==> src/design/spc_pkg.sv <==
/*
  spc_pkg: constants, register map, field layout and carrier types of the
  spi controller with register file and byte fifos.
  assumes one 25 mhz bus clock that also serves as the spi reference clock.
*/
package spc_pkg;

  ////////////////////////////////////////////////////////////////////////////
  // register byte offsets
  localparam logic [7:0] A_CFG = 8'h00;
  localparam logic [7:0] A_STS = 8'h04;
  localparam logic [7:0] A_IEN = 8'h08;
  localparam logic [7:0] A_IDIS = 8'h0c;
  localparam logic [7:0] A_MASK = 8'h10;
  localparam logic [7:0] A_EN = 8'h14;
  localparam logic [7:0] A_DLY = 8'h18;
  localparam logic [7:0] A_TX = 8'h1c;
  localparam logic [7:0] A_RX = 8'h20;
  localparam logic [7:0] A_IDLE = 8'h24;
  localparam logic [7:0] A_TTHR = 8'h28;
  localparam logic [7:0] A_RTHR = 8'h2c;
  localparam logic [7:0] A_ID = 8'hfc;

  ////////////////////////////////////////////////////////////////////////////
  // event bit positions
  localparam int EV_W = 7;
  localparam int B_TXUF = 6;
  localparam int B_RXFULL = 5;
  localparam int B_RXLVL = 4;
  localparam int B_TXFULL = 3;
  localparam int B_TXLVL = 2;
  localparam int B_MFAULT = 1;
  localparam int B_RXOVR = 0;

  // configuration fields
  localparam int CFG_W = 5;
  localparam int CFG_MASTER = 0;
  localparam int CFG_CPOL = 1;
  localparam int CFG_CPHA = 2;
  localparam int CFG_SEL_LSB = 3;

  // delay fields, lsb of each byte
  localparam int DLY_CSWORD_LSB = 24;
  localparam int DLY_CSCS_LSB = 16;
  localparam int DLY_LASTFIRST_LSB = 8;
  localparam int DLY_SETUP_LSB = 0;

  ////////////////////////////////////////////////////////////////////////////
  // reset values
  localparam logic [EV_W-1:0] IEN_RST = 7'h04;
  localparam logic [EV_W-1:0] STS_RST = 7'h04;
  localparam logic EN_RST = 1'b0;
  localparam logic [31:0] DLY_RST = 32'h0000_0000;
  localparam logic [7:0] IDLE_RST = 8'hff;
  localparam logic [7:0] TTHR_RST = 8'h01;
  localparam logic [7:0] RTHR_RST = 8'h01;
  localparam logic [CFG_W-1:0] CFG_RST = 5'h00;
  // identifier value is arbitrary
  localparam logic [24:0] MODULE_ID = 25'h0a5a5a;

  ////////////////////////////////////////////////////////////////////////////
  // fifo and timing
  localparam int FIFO_DEPTH = 128;
  localparam int FIFO_AW = 7;
  localparam int CLK_PERIOD_NS = 40;
  localparam int SCLK_HALF_NS = 160;
  localparam logic [7:0] SCLK_HALF_CYC = 8'((SCLK_HALF_NS + CLK_PERIOD_NS - 1) / CLK_PERIOD_NS);

  ////////////////////////////////////////////////////////////////////////////
  // carriers
  typedef struct packed {
    logic sclk;
    logic ss_n;
    logic mosi;
    logic miso;
  } spc_pin_in_type;

  typedef struct packed {
    logic sclk;
    logic mosi;
    logic [2:0] ss_n;
    logic miso;
    logic miso_oe_n;
  } spc_pin_out_type;

  typedef enum logic [2:0] {
    ST_IDLE = 3'b000,
    ST_GAP = 3'b001,
    ST_SHIFT = 3'b010,
    ST_CSGAP = 3'b011,
    ST_CHANGE = 3'b100,
    ST_SWAIT = 3'b101,
    ST_SSHIFT = 3'b110
  } spc_state_type;

endpackage : spc_pkg

==> src/design/spc_fifo.sv <==
/*
  spc_fifo: byte fifo with count, full and empty flags, first word fall-through.
  assumes push is never given while full by a caller that relies on the data.
*/
`timescale 1ns/1ps
`default_nettype none
module spc_fifo (
  input wire logic hclk,
  input wire logic hresetn,
  input wire logic push,
  input wire logic [7:0] din,
  input wire logic pop,
  output logic [7:0] dout,
  output logic [7:0] count,
  output logic full,
  output logic empty
);
  import spc_pkg::*;

  typedef struct packed {
    logic [FIFO_AW-1:0] wp;
    logic [FIFO_AW-1:0] rp;
    logic [7:0] cnt;
  } spc_fifo_state_type;

  logic [7:0] mem [FIFO_DEPTH];
  spc_fifo_state_type r;
  spc_fifo_state_type next_r;
  logic do_push;
  logic do_pop;

  ////////////////////////////////////////////////////////////////////////////
  assign full = (r.cnt == 8'(FIFO_DEPTH));
  assign empty = (r.cnt == 8'h00);
  assign count = r.cnt;
  assign dout = mem[r.rp];
  assign do_push = push && !full;
  assign do_pop = pop && !empty;

  always_comb begin
    next_r = r;
    if (do_push) begin
      next_r.wp = r.wp + 7'h01;
    end
    if (do_pop) begin
      next_r.rp = r.rp + 7'h01;
    end
    next_r.cnt = r.cnt + 8'(do_push) - 8'(do_pop);
  end

  // storage needs no reset; only pointers define contents
  always_ff @(posedge hclk) begin
    if (do_push) begin
      mem[r.wp] <= din;
    end
  end

  always_ff @(posedge hclk or negedge hresetn) begin
    if (!hresetn) begin
      r <= '0;
    end else begin
      r <= next_r;
    end
  end
endmodule : spc_fifo
`default_nettype wire

==> src/design/spc_top.sv <==
/*
  spc_top: spi controller with ahb-lite register file, 128-byte fifos,
  master and slave byte engines, delays and sticky event flags.
  assumes hclk is the spi reference clock; serial pins arrive asynchronously.
*/
// The AHB-Lite register port was chosen for this implementation.
// Function
// - seven event sources at bits six to zero
// - enable write of one enables source
// - disable write of one disables source
// - mask reads zero enabled, one disabled
// - only transmit level enable resets set
// - enable bit zero gates both byte engines
// - master phase zero: select released between words
// - wait between select release and new select
// - gap between last and first bit
// - wait from select low to first bit
// - transmit write pushes byte, starts transfer
// - both fifos hold 128 bytes
// - receive read pops next byte, low bits
// - slave start needs deselect or idle clock
// - transmit threshold sets transmit level event
// - receive threshold sets receive level event
// - read-only 25-bit module identifier
// - mode fault flags and clears enable
// - status bits sticky, cleared by software write
`timescale 1ns/1ps
`default_nettype none
module spc_top (
  input wire logic hclk,
  input wire logic hresetn,
  input wire logic hsel,
  input wire logic [31:0] haddr,
  input wire logic [1:0] htrans,
  input wire logic hwrite,
  input wire logic [2:0] hsize,
  input wire logic [31:0] hwdata,
  input wire logic hready,
  output logic [31:0] hrdata,
  output logic hreadyout,
  output logic hresp,
  input wire spc_pkg::spc_pin_in_type pin_in,
  output spc_pkg::spc_pin_out_type pin_out,
  output logic irq
);
  import spc_pkg::*;

  typedef struct packed {
    logic [CFG_W-1:0] cfg;
    logic en;
    logic [EV_W-1:0] ien;
    logic [EV_W-1:0] sts;
    logic [31:0] dly;
    logic [7:0] idle;
    logic [7:0] tthr;
    logic [7:0] rthr;
    logic wr_pend;
    logic [7:0] addr;
    logic [31:0] hrdata;
    logic hreadyout;
    logic hresp;
    logic irq;
    spc_pin_in_type sync1;
    spc_pin_in_type sync2;
    logic sclk_prev;
    logic [7:0] quiet;
    logic desel;
    spc_state_type st;
    logic [7:0] cnt;
    logic [7:0] div;
    logic [4:0] half;
    logic [7:0] txsh;
    logic [7:0] rxsh;
    spc_pin_out_type out;
  } spc_top_state_type;

  localparam spc_top_state_type RST_STATE = '{
    cfg: CFG_RST, en: EN_RST, ien: IEN_RST, sts: STS_RST, dly: DLY_RST,
    idle: IDLE_RST, tthr: TTHR_RST, rthr: RTHR_RST, wr_pend: 1'b0,
    addr: 8'h00, hrdata: 32'h0000_0000, hreadyout: 1'b1, hresp: 1'b0,
    // synchronisers start at the idle pin levels, so no false sclk edge follows reset
    irq: 1'b0, sync1: 4'h4, sync2: 4'h4, sclk_prev: 1'b0, quiet: 8'h00,
    desel: 1'b1, st: ST_IDLE, cnt: 8'h00, div: 8'h00, half: 5'h00,
    txsh: 8'h00, rxsh: 8'h00,
    out: '{sclk: 1'b0, mosi: 1'b0, ss_n: 3'b111, miso: 1'b0, miso_oe_n: 1'b1}
  };

  // select field 0..2 picks one active-low line, 3 selects none
  function automatic logic [2:0] cs_decode(input logic [1:0] sel);
    logic [2:0] v;
    v = 3'b111;
    if (sel != 2'b11) begin
      v[sel] = 1'b0;
    end
    return v;
  endfunction : cs_decode

  spc_top_state_type r;
  spc_top_state_type next_r;

  logic tx_push;
  logic tx_pop;
  logic rx_push;
  logic rx_pop;
  logic [7:0] rx_byte;
  logic [7:0] tx_dout;
  logic [7:0] rx_dout;
  logic [7:0] tx_count;
  logic [7:0] rx_count;
  logic tx_full;
  logic tx_empty;
  logic rx_full;
  logic rx_empty;

  ////////////////////////////////////////////////////////////////////////////
  // fifos
  spc_fifo u_tx_fifo (
    .hclk(hclk),
    .hresetn(hresetn),
    .push(tx_push),
    .din(hwdata[7:0]),
    .pop(tx_pop),
    .dout(tx_dout),
    .count(tx_count),
    .full(tx_full),
    .empty(tx_empty)
  );

  spc_fifo u_rx_fifo (
    .hclk(hclk),
    .hresetn(hresetn),
    .push(rx_push),
    .din(rx_byte),
    .pop(rx_pop),
    .dout(rx_dout),
    .count(rx_count),
    .full(rx_full),
    .empty(rx_empty)
  );

  ////////////////////////////////////////////////////////////////////////////
  always_comb begin
    logic master;
    logic cpha;
    logic sclk_s;
    logic ss_s;
    logic in_bit;
    logic step;
    logic cap;
    logic done;
    logic mfault;
    logic underflow;
    logic addr_ph;
    logic [7:0] nb;
    logic [7:0] word;
    logic [7:0] ld;
    logic [EV_W-1:0] cond;
    next_r = r;
    master = r.cfg[CFG_MASTER];
    cpha = r.cfg[CFG_CPHA];
    sclk_s = r.sync2.sclk;
    ss_s = r.sync2.ss_n;
    in_bit = master ? r.sync2.miso : r.sync2.mosi;
    step = 1'b0;
    cap = 1'b0;
    done = 1'b0;
    mfault = 1'b0;
    underflow = 1'b0;
    nb = {r.rxsh[6:0], in_bit};
    word = 8'h00;
    ld = tx_empty ? 8'h00 : tx_dout;
    tx_push = 1'b0;
    tx_pop = 1'b0;
    rx_push = 1'b0;
    rx_pop = 1'b0;
    rx_byte = 8'h00;
    addr_ph = 1'b0;
    cond = '0;

    // pins pass two flops before any use
    next_r.sync1 = pin_in;
    next_r.sync2 = r.sync1;
    next_r.sclk_prev = sclk_s;

    //////////////////////////////////////////////////////////////////////////
    // bus data phase: writes land here
    if (r.wr_pend) begin
      case (r.addr)
        A_CFG: next_r.cfg = hwdata[CFG_W-1:0];
        A_STS: next_r.sts = r.sts & ~hwdata[EV_W-1:0];
        A_IEN: next_r.ien = r.ien | hwdata[EV_W-1:0];
        A_IDIS: next_r.ien = r.ien & ~hwdata[EV_W-1:0];
        A_EN: next_r.en = hwdata[0];
        A_DLY: next_r.dly = hwdata;
        A_TX: tx_push = 1'b1;
        A_IDLE: next_r.idle = hwdata[7:0];
        A_TTHR: next_r.tthr = hwdata[7:0];
        A_RTHR: next_r.rthr = hwdata[7:0];
        default: ;
      endcase
    end

    //////////////////////////////////////////////////////////////////////////
    // slave-side idle detection
    if (sclk_s != r.sclk_prev) begin
      next_r.quiet = 8'h00;
    end else if (r.quiet != 8'hff) begin
      next_r.quiet = r.quiet + 8'h01;
    end
    if (ss_s) begin
      next_r.desel = 1'b1;
    end

    // multi-master contention
    if (master && r.en && !ss_s) begin
      mfault = 1'b1;
    end

    //////////////////////////////////////////////////////////////////////////
    // shared bit step of master and slave engines
    if (r.st == ST_SHIFT) begin
      if (r.div == SCLK_HALF_CYC - 8'h01) begin
        next_r.div = 8'h00;
        next_r.out.sclk = ~r.out.sclk;
        step = 1'b1;
      end else begin
        next_r.div = r.div + 8'h01;
      end
    end else if (r.st == ST_SSHIFT) begin
      step = (sclk_s != r.sclk_prev);
    end
    if (step) begin
      cap = (r.half[0] == cpha);
      next_r.half = r.half + 5'h01;
      done = (r.half == 5'h0f);
      word = cap ? nb : r.rxsh;
      if (cap) begin
        next_r.rxsh = nb;
      end else begin
        next_r.txsh = {r.txsh[6:0], 1'b0};
        if (master) begin
          next_r.out.mosi = r.txsh[7];
        end else begin
          next_r.out.miso = r.txsh[7];
        end
      end
    end

    //////////////////////////////////////////////////////////////////////////
    case (r.st)
      ST_IDLE: begin
        next_r.out.sclk = r.cfg[CFG_CPOL];
        next_r.out.ss_n = 3'b111;
        if (r.en && master && !tx_empty) begin
          tx_pop = 1'b1;
          next_r.txsh = tx_dout;
          next_r.out.ss_n = cs_decode(r.cfg[CFG_SEL_LSB +: 2]);
          next_r.cnt = r.dly[DLY_SETUP_LSB +: 8];
          next_r.st = ST_GAP;
        end else if (r.en && !master) begin
          next_r.st = ST_SWAIT;
        end
      end
      ST_GAP: begin
        if (r.cnt == 8'h00) begin
          next_r.st = ST_SHIFT;
          next_r.half = 5'h00;
          next_r.div = 8'h00;
          if (!cpha) begin
            next_r.out.mosi = r.txsh[7];
            next_r.txsh = {r.txsh[6:0], 1'b0};
          end
        end else begin
          next_r.cnt = r.cnt - 8'h01;
        end
      end
      ST_SHIFT: begin
        if (done) begin
          rx_push = 1'b1;
          rx_byte = word;
          if (!tx_empty) begin
            tx_pop = 1'b1;
            next_r.txsh = tx_dout;
            if (!cpha) begin
              next_r.out.ss_n = 3'b111;
              next_r.cnt = r.dly[DLY_CSWORD_LSB +: 8];
              next_r.st = ST_CSGAP;
            end else begin
              next_r.cnt = r.dly[DLY_LASTFIRST_LSB +: 8];
              next_r.st = ST_GAP;
            end
          end else begin
            next_r.out.ss_n = 3'b111;
            next_r.cnt = r.dly[DLY_CSCS_LSB +: 8];
            next_r.st = ST_CHANGE;
          end
        end
      end
      ST_CSGAP: begin
        if (r.cnt == 8'h00) begin
          next_r.out.ss_n = cs_decode(r.cfg[CFG_SEL_LSB +: 2]);
          next_r.cnt = r.dly[DLY_LASTFIRST_LSB +: 8];
          next_r.st = ST_GAP;
        end else begin
          next_r.cnt = r.cnt - 8'h01;
        end
      end
      ST_CHANGE: begin
        if (r.cnt == 8'h00) begin
          next_r.st = ST_IDLE;
        end else begin
          next_r.cnt = r.cnt - 8'h01;
        end
      end
      ST_SWAIT: begin
        next_r.out.miso_oe_n = 1'b1;
        if (master || !r.en) begin
          next_r.st = ST_IDLE;
        end else if (!ss_s && (r.desel || r.quiet >= r.idle)) begin
          next_r.desel = 1'b0;
          tx_pop = !tx_empty;
          underflow = tx_empty;
          next_r.half = 5'h00;
          next_r.out.miso_oe_n = 1'b0;
          next_r.txsh = ld;
          next_r.st = ST_SSHIFT;
          if (!cpha) begin
            next_r.out.miso = ld[7];
            next_r.txsh = {ld[6:0], 1'b0};
          end
        end
      end
      ST_SSHIFT: begin
        if (ss_s) begin
          mfault = 1'b1;
          next_r.out.miso_oe_n = 1'b1;
          next_r.st = ST_SWAIT;
        end else if (done) begin
          rx_push = 1'b1;
          rx_byte = word;
          next_r.out.miso_oe_n = 1'b1;
          next_r.st = ST_SWAIT;
        end
      end
      default: next_r.st = ST_IDLE;
    endcase

    // a fault outranks any software write of the enable
    if (mfault) begin
      next_r.en = 1'b0;
    end
    // dropping the enable aborts any word in flight
    if (!next_r.en && r.st != ST_IDLE) begin
      next_r.st = ST_IDLE;
      next_r.out.ss_n = 3'b111;
      next_r.out.miso_oe_n = 1'b1;
    end

    //////////////////////////////////////////////////////////////////////////
    // sticky events, set wins over a clear in the same cycle
    cond[B_TXUF] = underflow;
    cond[B_RXFULL] = rx_full;
    cond[B_RXLVL] = (rx_count >= r.rthr);
    cond[B_TXFULL] = tx_full;
    cond[B_TXLVL] = (tx_count < r.tthr);
    cond[B_MFAULT] = mfault;
    cond[B_RXOVR] = rx_push && rx_full;
    next_r.sts = next_r.sts | cond;

    //////////////////////////////////////////////////////////////////////////
    // bus address phase: read data registered for the data phase
    addr_ph = hsel && hready && htrans[1];
    next_r.wr_pend = addr_ph && hwrite;
    if (addr_ph) begin
      next_r.addr = haddr[7:0];
    end
    if (addr_ph && !hwrite) begin
      case (haddr[7:0])
        A_CFG: next_r.hrdata = {27'h0, next_r.cfg};
        A_STS: next_r.hrdata = {25'h0, next_r.sts};
        A_MASK: next_r.hrdata = {25'h0, ~next_r.ien};
        A_EN: next_r.hrdata = {31'h0, next_r.en};
        A_DLY: next_r.hrdata = next_r.dly;
        A_RX: begin
          next_r.hrdata = {24'h0, rx_dout};
          rx_pop = 1'b1;
        end
        A_IDLE: next_r.hrdata = {24'h0, next_r.idle};
        A_TTHR: next_r.hrdata = {24'h0, next_r.tthr};
        A_RTHR: next_r.hrdata = {24'h0, next_r.rthr};
        A_ID: next_r.hrdata = {7'h0, MODULE_ID};
        default: next_r.hrdata = 32'h0000_0000;
      endcase
    end
    next_r.hreadyout = 1'b1;
    next_r.hresp = 1'b0;
    next_r.irq = |(next_r.sts & next_r.ien);
  end

  always_ff @(posedge hclk or negedge hresetn) begin
    if (!hresetn) begin
      r <= RST_STATE;
    end else begin
      r <= next_r;
    end
  end

  ////////////////////////////////////////////////////////////////////////////
  assign hrdata = r.hrdata;
  assign hreadyout = r.hreadyout;
  assign hresp = r.hresp;
  assign pin_out = r.out;
  assign irq = r.irq;

endmodule : spc_top
`default_nettype wire

==> config.mk <==
export PLATFORM = sky130hd
export DESIGN_NAME = spc_top
export DESIGN_NICKNAME = d
export VERILOG_FILES = /design/src/design/spc_pkg.sv /design/src/design/spc_fifo.sv /design/src/design/spc_top.sv
export SDC_FILE = /design/constraint.sdc
export NUM_CORES = 2
export LEC_CHECK = 0
export ABC_CLOCK_PERIOD_IN_PS = 9260
export BUFFER_PORTS_ARGS = -buffer_cell sky130_fd_sc_hd__buf_2
export CORE_ASPECT_RATIO = 2
export CORE_MARGIN = 2
export CORE_UTILIZATION = 50
export CTS_CLUSTER_DIAMETER = 120
export DETAILED_ROUTE_END_ITERATION = 12
export GPL_TIMING_DRIVEN = 0
export PLACE_DENSITY = 0.67
export RECOVER_POWER = 100
export SYNTH_ARGS = -nofsm -noshare
export SYNTH_HDL_FRONTEND = slang
export SYNTH_SLANG_ARGS = --single-unit
==> constraint.sdc <==
create_clock -name hclk -period 9.26 [get_ports hclk]
set_input_delay 0.463 -clock hclk [delete_from_list [all_inputs] [get_ports hclk]]
set_output_delay 0.463 -clock hclk [all_outputs]
set_load 0.02 [all_outputs]
==> impl_metrics.json <==
{
  "outcome": "finished, violations left",
  "violations": "capacitance limit, slew limit",
  "core_area_um2": 182000,
  "grt_remaining_overflow": 0,
  "hold_class": "in2reg",
  "number_of_enable_flip_flop_cells_after_synthesis": 2048,
  "clk_pin_slew_ns": 0.07,
  "setup_total_negative_slack_ns": 0,
  "synth.cell_area_um2": 91600,
  "pwr-share-comb_pct": 5.3,
  "slew_headroom_pct": -241,
  "finalClockSkew_ns": 0.0539,
  "mostFrequentLayoutCells": "sky130_fd_sc_hd__edfxtp_1 (2,048), sky130_fd_sc_hd__mux4_2 (527), sky130_fd_sc_hd__nor2_1 (341)",
  "vias_per_cell": 6.58,
  "dr_total_vias": 50500,
  "netlist_instances": 4782,
  "design.final.nets": 5283,
  "routed_wirelength_um": 305000,
  "root_buffer": "sky130_fd_sc_hd__clkbuf_16",
  "worst_setup_path_end_kind": "flop",
  "buffer_depth_of_the_longest_clock_path": 4,
  "fmaxAchievable_ghz": 0.133,
  "setup.worst_path.class": "reg2reg",
  "layout.cells.non_filler": 7667,
  "grt_pass1_wl_um": 414000,
  "effective_utilization_at_floorplan_pct": 50.2,
  "drc": 0,
  "final_common_cell": "sky130_fd_sc_hd__edfxtp_1",
  "timing.final.crit_share_pct": 81.1,
  "fin_crit_ns": 7.51,
  "power.share.sequential_pct": 54.3,
  "switching_share_pct": 21.9,
  "area.growth.synth_to_final_pct": 11.4,
  "maxCapViolations": 46,
  "seq_area_um2": 67200,
  "final.setup.worst_slack_ns": 1.75,
  "whs_ns": 0.105,
  "synth.lib_cells_used.distinct": 90,
  "cts_setup_buffers": 0,
  "dieArea_um2": 187000,
  "synth-seq-area-share_pct": 73.4,
  "critical_path.startpoint_type": "flop",
  "grt_start_max_net_pins": 104,
  "first_global_vias": 51500,
  "dp.cells": 7262,
  "internal_power_uw": 16200,
  "top_level_ports": 120,
  "antenna_violations_before_repair": 15,
  "row_count": 222,
  "numCtsBuffers": 197,
  "timing.critical_path.arrival_ns": 8.24,
  "max-vdd-ir-drop_mv": 0.186,
  "synth.avg_cell_area_um2": 19.2,
  "synthesis.yosys.warnings": 0,
  "drt_iter0_markers": 5663,
  "timing.reg2reg.setup_slack_ns": 1.75,
  "postSynthNetCount": 4918,
  "cp_data_required_time_ns": 9.99,
  "chipHeight_um": 609,
  "synth-seq-cells": 2275,
  "clock_insertion_delay_worst_skew_ns": 0.86,
  "critical_path.max_fanout": 10,
  "finalMaxSlewViolations": 1799,
  "cts_num_sinks": 2275,
  "rsz0062_at_grt": "no",
  "drive_gt1_share_pct": 21.1,
  "power-per-cell-area_nw_per_um2": 204,
  "yosys_most_used_dff": "sky130_fd_sc_hd__edfxtp_1",
  "cellLeakagePower_uw": 0.0294,
  "power.clock.fraction_pct": 40.4,
  "groute.usage.overall_pct": 32.8,
  "drt_antenna_net_count": 0,
  "synth-async-reset-ratio_pct": 9.98,
  "cts_tree": "done",
  "dp_hpwl_um": 219000,
  "htreeDepth": 4,
  "total_switching_power_uw": 4550,
  "worst_slew_pin_tran_ns": 5.11,
  "setup_violations": 0,
  "finalPower_uw": 20800,
  "dieWidth_um": 307,
  "worst_slack_placed_ns": 3.77,
  "drt-pass1-iter-count": 8,
  "drt-wirelength-per-cell_um": 39.8,
  "finalHoldViolations": 0,
  "fillerInstances": 13800,
  "routabilityCongestion": 1.06,
  "buffer_ports.inserted": 87,
  "multiInputGateArea_um2": 22600
}
## final cells by class
class / count / area share, %
Sequential cell: 2275 / 65.9
Multi-Input combinational cell: 2154 / 22.1
Clock buffer: 242 / 5.15
Tap cell: 2352 / 2.88
Buffer: 278 / 1.47
Clock inverter: 110 / 1.09
Timing Repair Buffer: 166 / 1.08
Inverter: 75 / 0.276
Antenna cell: 15 / 0.0368
## critical path: stages (launching register included)
cell	delay [ns]
sky130_fd_sc_hd__dfrtp_1	0.42
sky130_fd_sc_hd__clkbuf_1	0.72
sky130_fd_sc_hd__clkbuf_1	1.51
sky130_fd_sc_hd__clkbuf_1	1.27
sky130_fd_sc_hd__clkbuf_1	1.37
sky130_fd_sc_hd__mux2i_1	0.19
sky130_fd_sc_hd__o22a_1	0.30
sky130_fd_sc_hd__nand4_1	0.13
sky130_fd_sc_hd__a21oi_1	0.21
sky130_fd_sc_hd__a311oi_1	0.93
sky130_fd_sc_hd__nand2_1	0.14
sky130_fd_sc_hd__o211ai_1	0.13
## worst paths after layout
kind | startpoint | endpoint | cells after the start
setup / recovery | u_tx_fifo.r[9] | r[17] | 11
hold / removal | haddr[5] | r[105] | 3
max in group asynchronous | hresetn | u_tx_fifo.r[19] | 2
min in group asynchronous | hresetn | r[56] | 2
setup reg to reg | u_tx_fifo.r[9] | r[17] | 11
hold reg to reg | next_r[59] | r[59] | 0
## flip-flops by register name, indices dropped and copies added, names as in the netlist, 7 cells and up
signal,cells
u_tx_fifo.mem,1024
u_tx_fifo.count,8
u_tx_fifo.r,14
u_rx_fifo.mem,1024
pin_out,7
r,138
u_rx_fifo.count,8
u_rx_fifo.r,14
hrdata,32
## power by group through the flow
stage | clock, µW | sequential (µW) | combinational [µW]
after floorplan | 0 | 11500 | 671
after global placement | 0 | 11500 | 1060
after detailed placement | 0 | 11500 | 1100
after CTS | 8430 | 11300 | 1120
after global routing | 8770 | 11300 | 1190
final | 8400 | 11300 | 1100
## cell families after synthesis
family | synth area share (%)
other | 0.00820
flip-flops | 73.4
adder cells (fa/ha/maj) | 0.809
AO/OA/AOI/OAI | 3.38
multiplexers | 15.9
AND/OR/NAND/NOR | 4.06
buffers and inverters | 1.94
XOR/XNOR | 0.536
## through the flow
| step | utilization [%] | area (µm²) |
|---|---|---|
| finish | 55.9 | 102000 |
| global route | 55.9 | 102000 |
| detailed placement | 52.6 | 96000 |
| global placement | 52.0 | 95000 |
| floorplan | - | 91600 |
| CTS | 56.3 | 103000 |
## Yosys cell counts, types with 6 or more instances
cell type,instances,area (µm²)
sky130_fd_sc_hd__a2111oi_0,6,52.6
sky130_fd_sc_hd__ha_1,56,701
sky130_fd_sc_hd__nand4_1,27,169
sky130_fd_sc_hd__dfstp_2,19,499
sky130_fd_sc_hd__o211ai_1,15,113
sky130_fd_sc_hd__xnor2_1,32,280
sky130_fd_sc_hd__nor3_1,24,120
sky130_fd_sc_hd__clkbuf_1,118,443
sky130_fd_sc_hd__mux2i_1,126,1260
sky130_fd_sc_hd__mux4_2,527,11900
sky130_fd_sc_hd__a211o_1,11,96.3
sky130_fd_sc_hd__nor2b_1,35,219
sky130_fd_sc_hd__mux4_1,6,158
sky130_fd_sc_hd__a22oi_1,42,315
sky130_fd_sc_hd__nand3_1,78,390
sky130_fd_sc_hd__nor2_1,341,1280
sky130_fd_sc_hd__a221oi_1,18,158
sky130_fd_sc_hd__xor2_1,24,210
sky130_fd_sc_hd__a31oi_1,14,87.6
sky130_fd_sc_hd__a21oi_1,102,510
sky130_fd_sc_hd__o21ai_0,59,295
sky130_fd_sc_hd__buf_1,18,67.6
sky130_fd_sc_hd__o221ai_1,20,175
sky130_fd_sc_hd__inv_1,73,274
sky130_fd_sc_hd__a211oi_1,34,255
sky130_fd_sc_hd__edfxtp_1,2048,61500
sky130_fd_sc_hd__nand2_1,223,837
sky130_fd_sc_hd__and2_1,10,62.6
sky130_fd_sc_hd__and3_1,10,62.6
sky130_fd_sc_hd__a22o_1,21,184
sky130_fd_sc_hd__buf_4,62,465
sky130_fd_sc_hd__o22ai_1,19,119
sky130_fd_sc_hd__a222oi_1,7,70.1
sky130_fd_sc_hd__nor4_1,8,50.1
sky130_fd_sc_hd__o31ai_1,6,45.0
sky130_fd_sc_hd__dfrtp_1,208,5200
sky130_fd_sc_hd__buf_6,16,180
sky130_fd_sc_hd__nand3b_1,13,97.6
sky130_fd_sc_hd__buf_2,61,305
sky130_fd_sc_hd__nand2b_1,14,87.6
sky130_fd_sc_hd__mux2_2,111,1250
sky130_fd_sc_hd__a21o_1,11,82.6
sky130_fd_sc_hd__o21bai_1,7,52.6
## layer usage
layer  up-vias  part of all wire, %  GRT usage, %
met5         -               0.0043             0
met4         2                   12          31.9
met3      1101                  6.2          4.95
met2      2922                   53          59.0
met1     26400                   29          31.5
li1      20000                    -             -
## repair_timing
| item | 4_1_cts | 5_1_grt |
|---|---|---|
| hold buffers | 37 | 0 |
| endpoints found under the hold margin | 144 | 0 |
| resized for setup | 0 | 0 |
(Power assumes the default switching activity.)
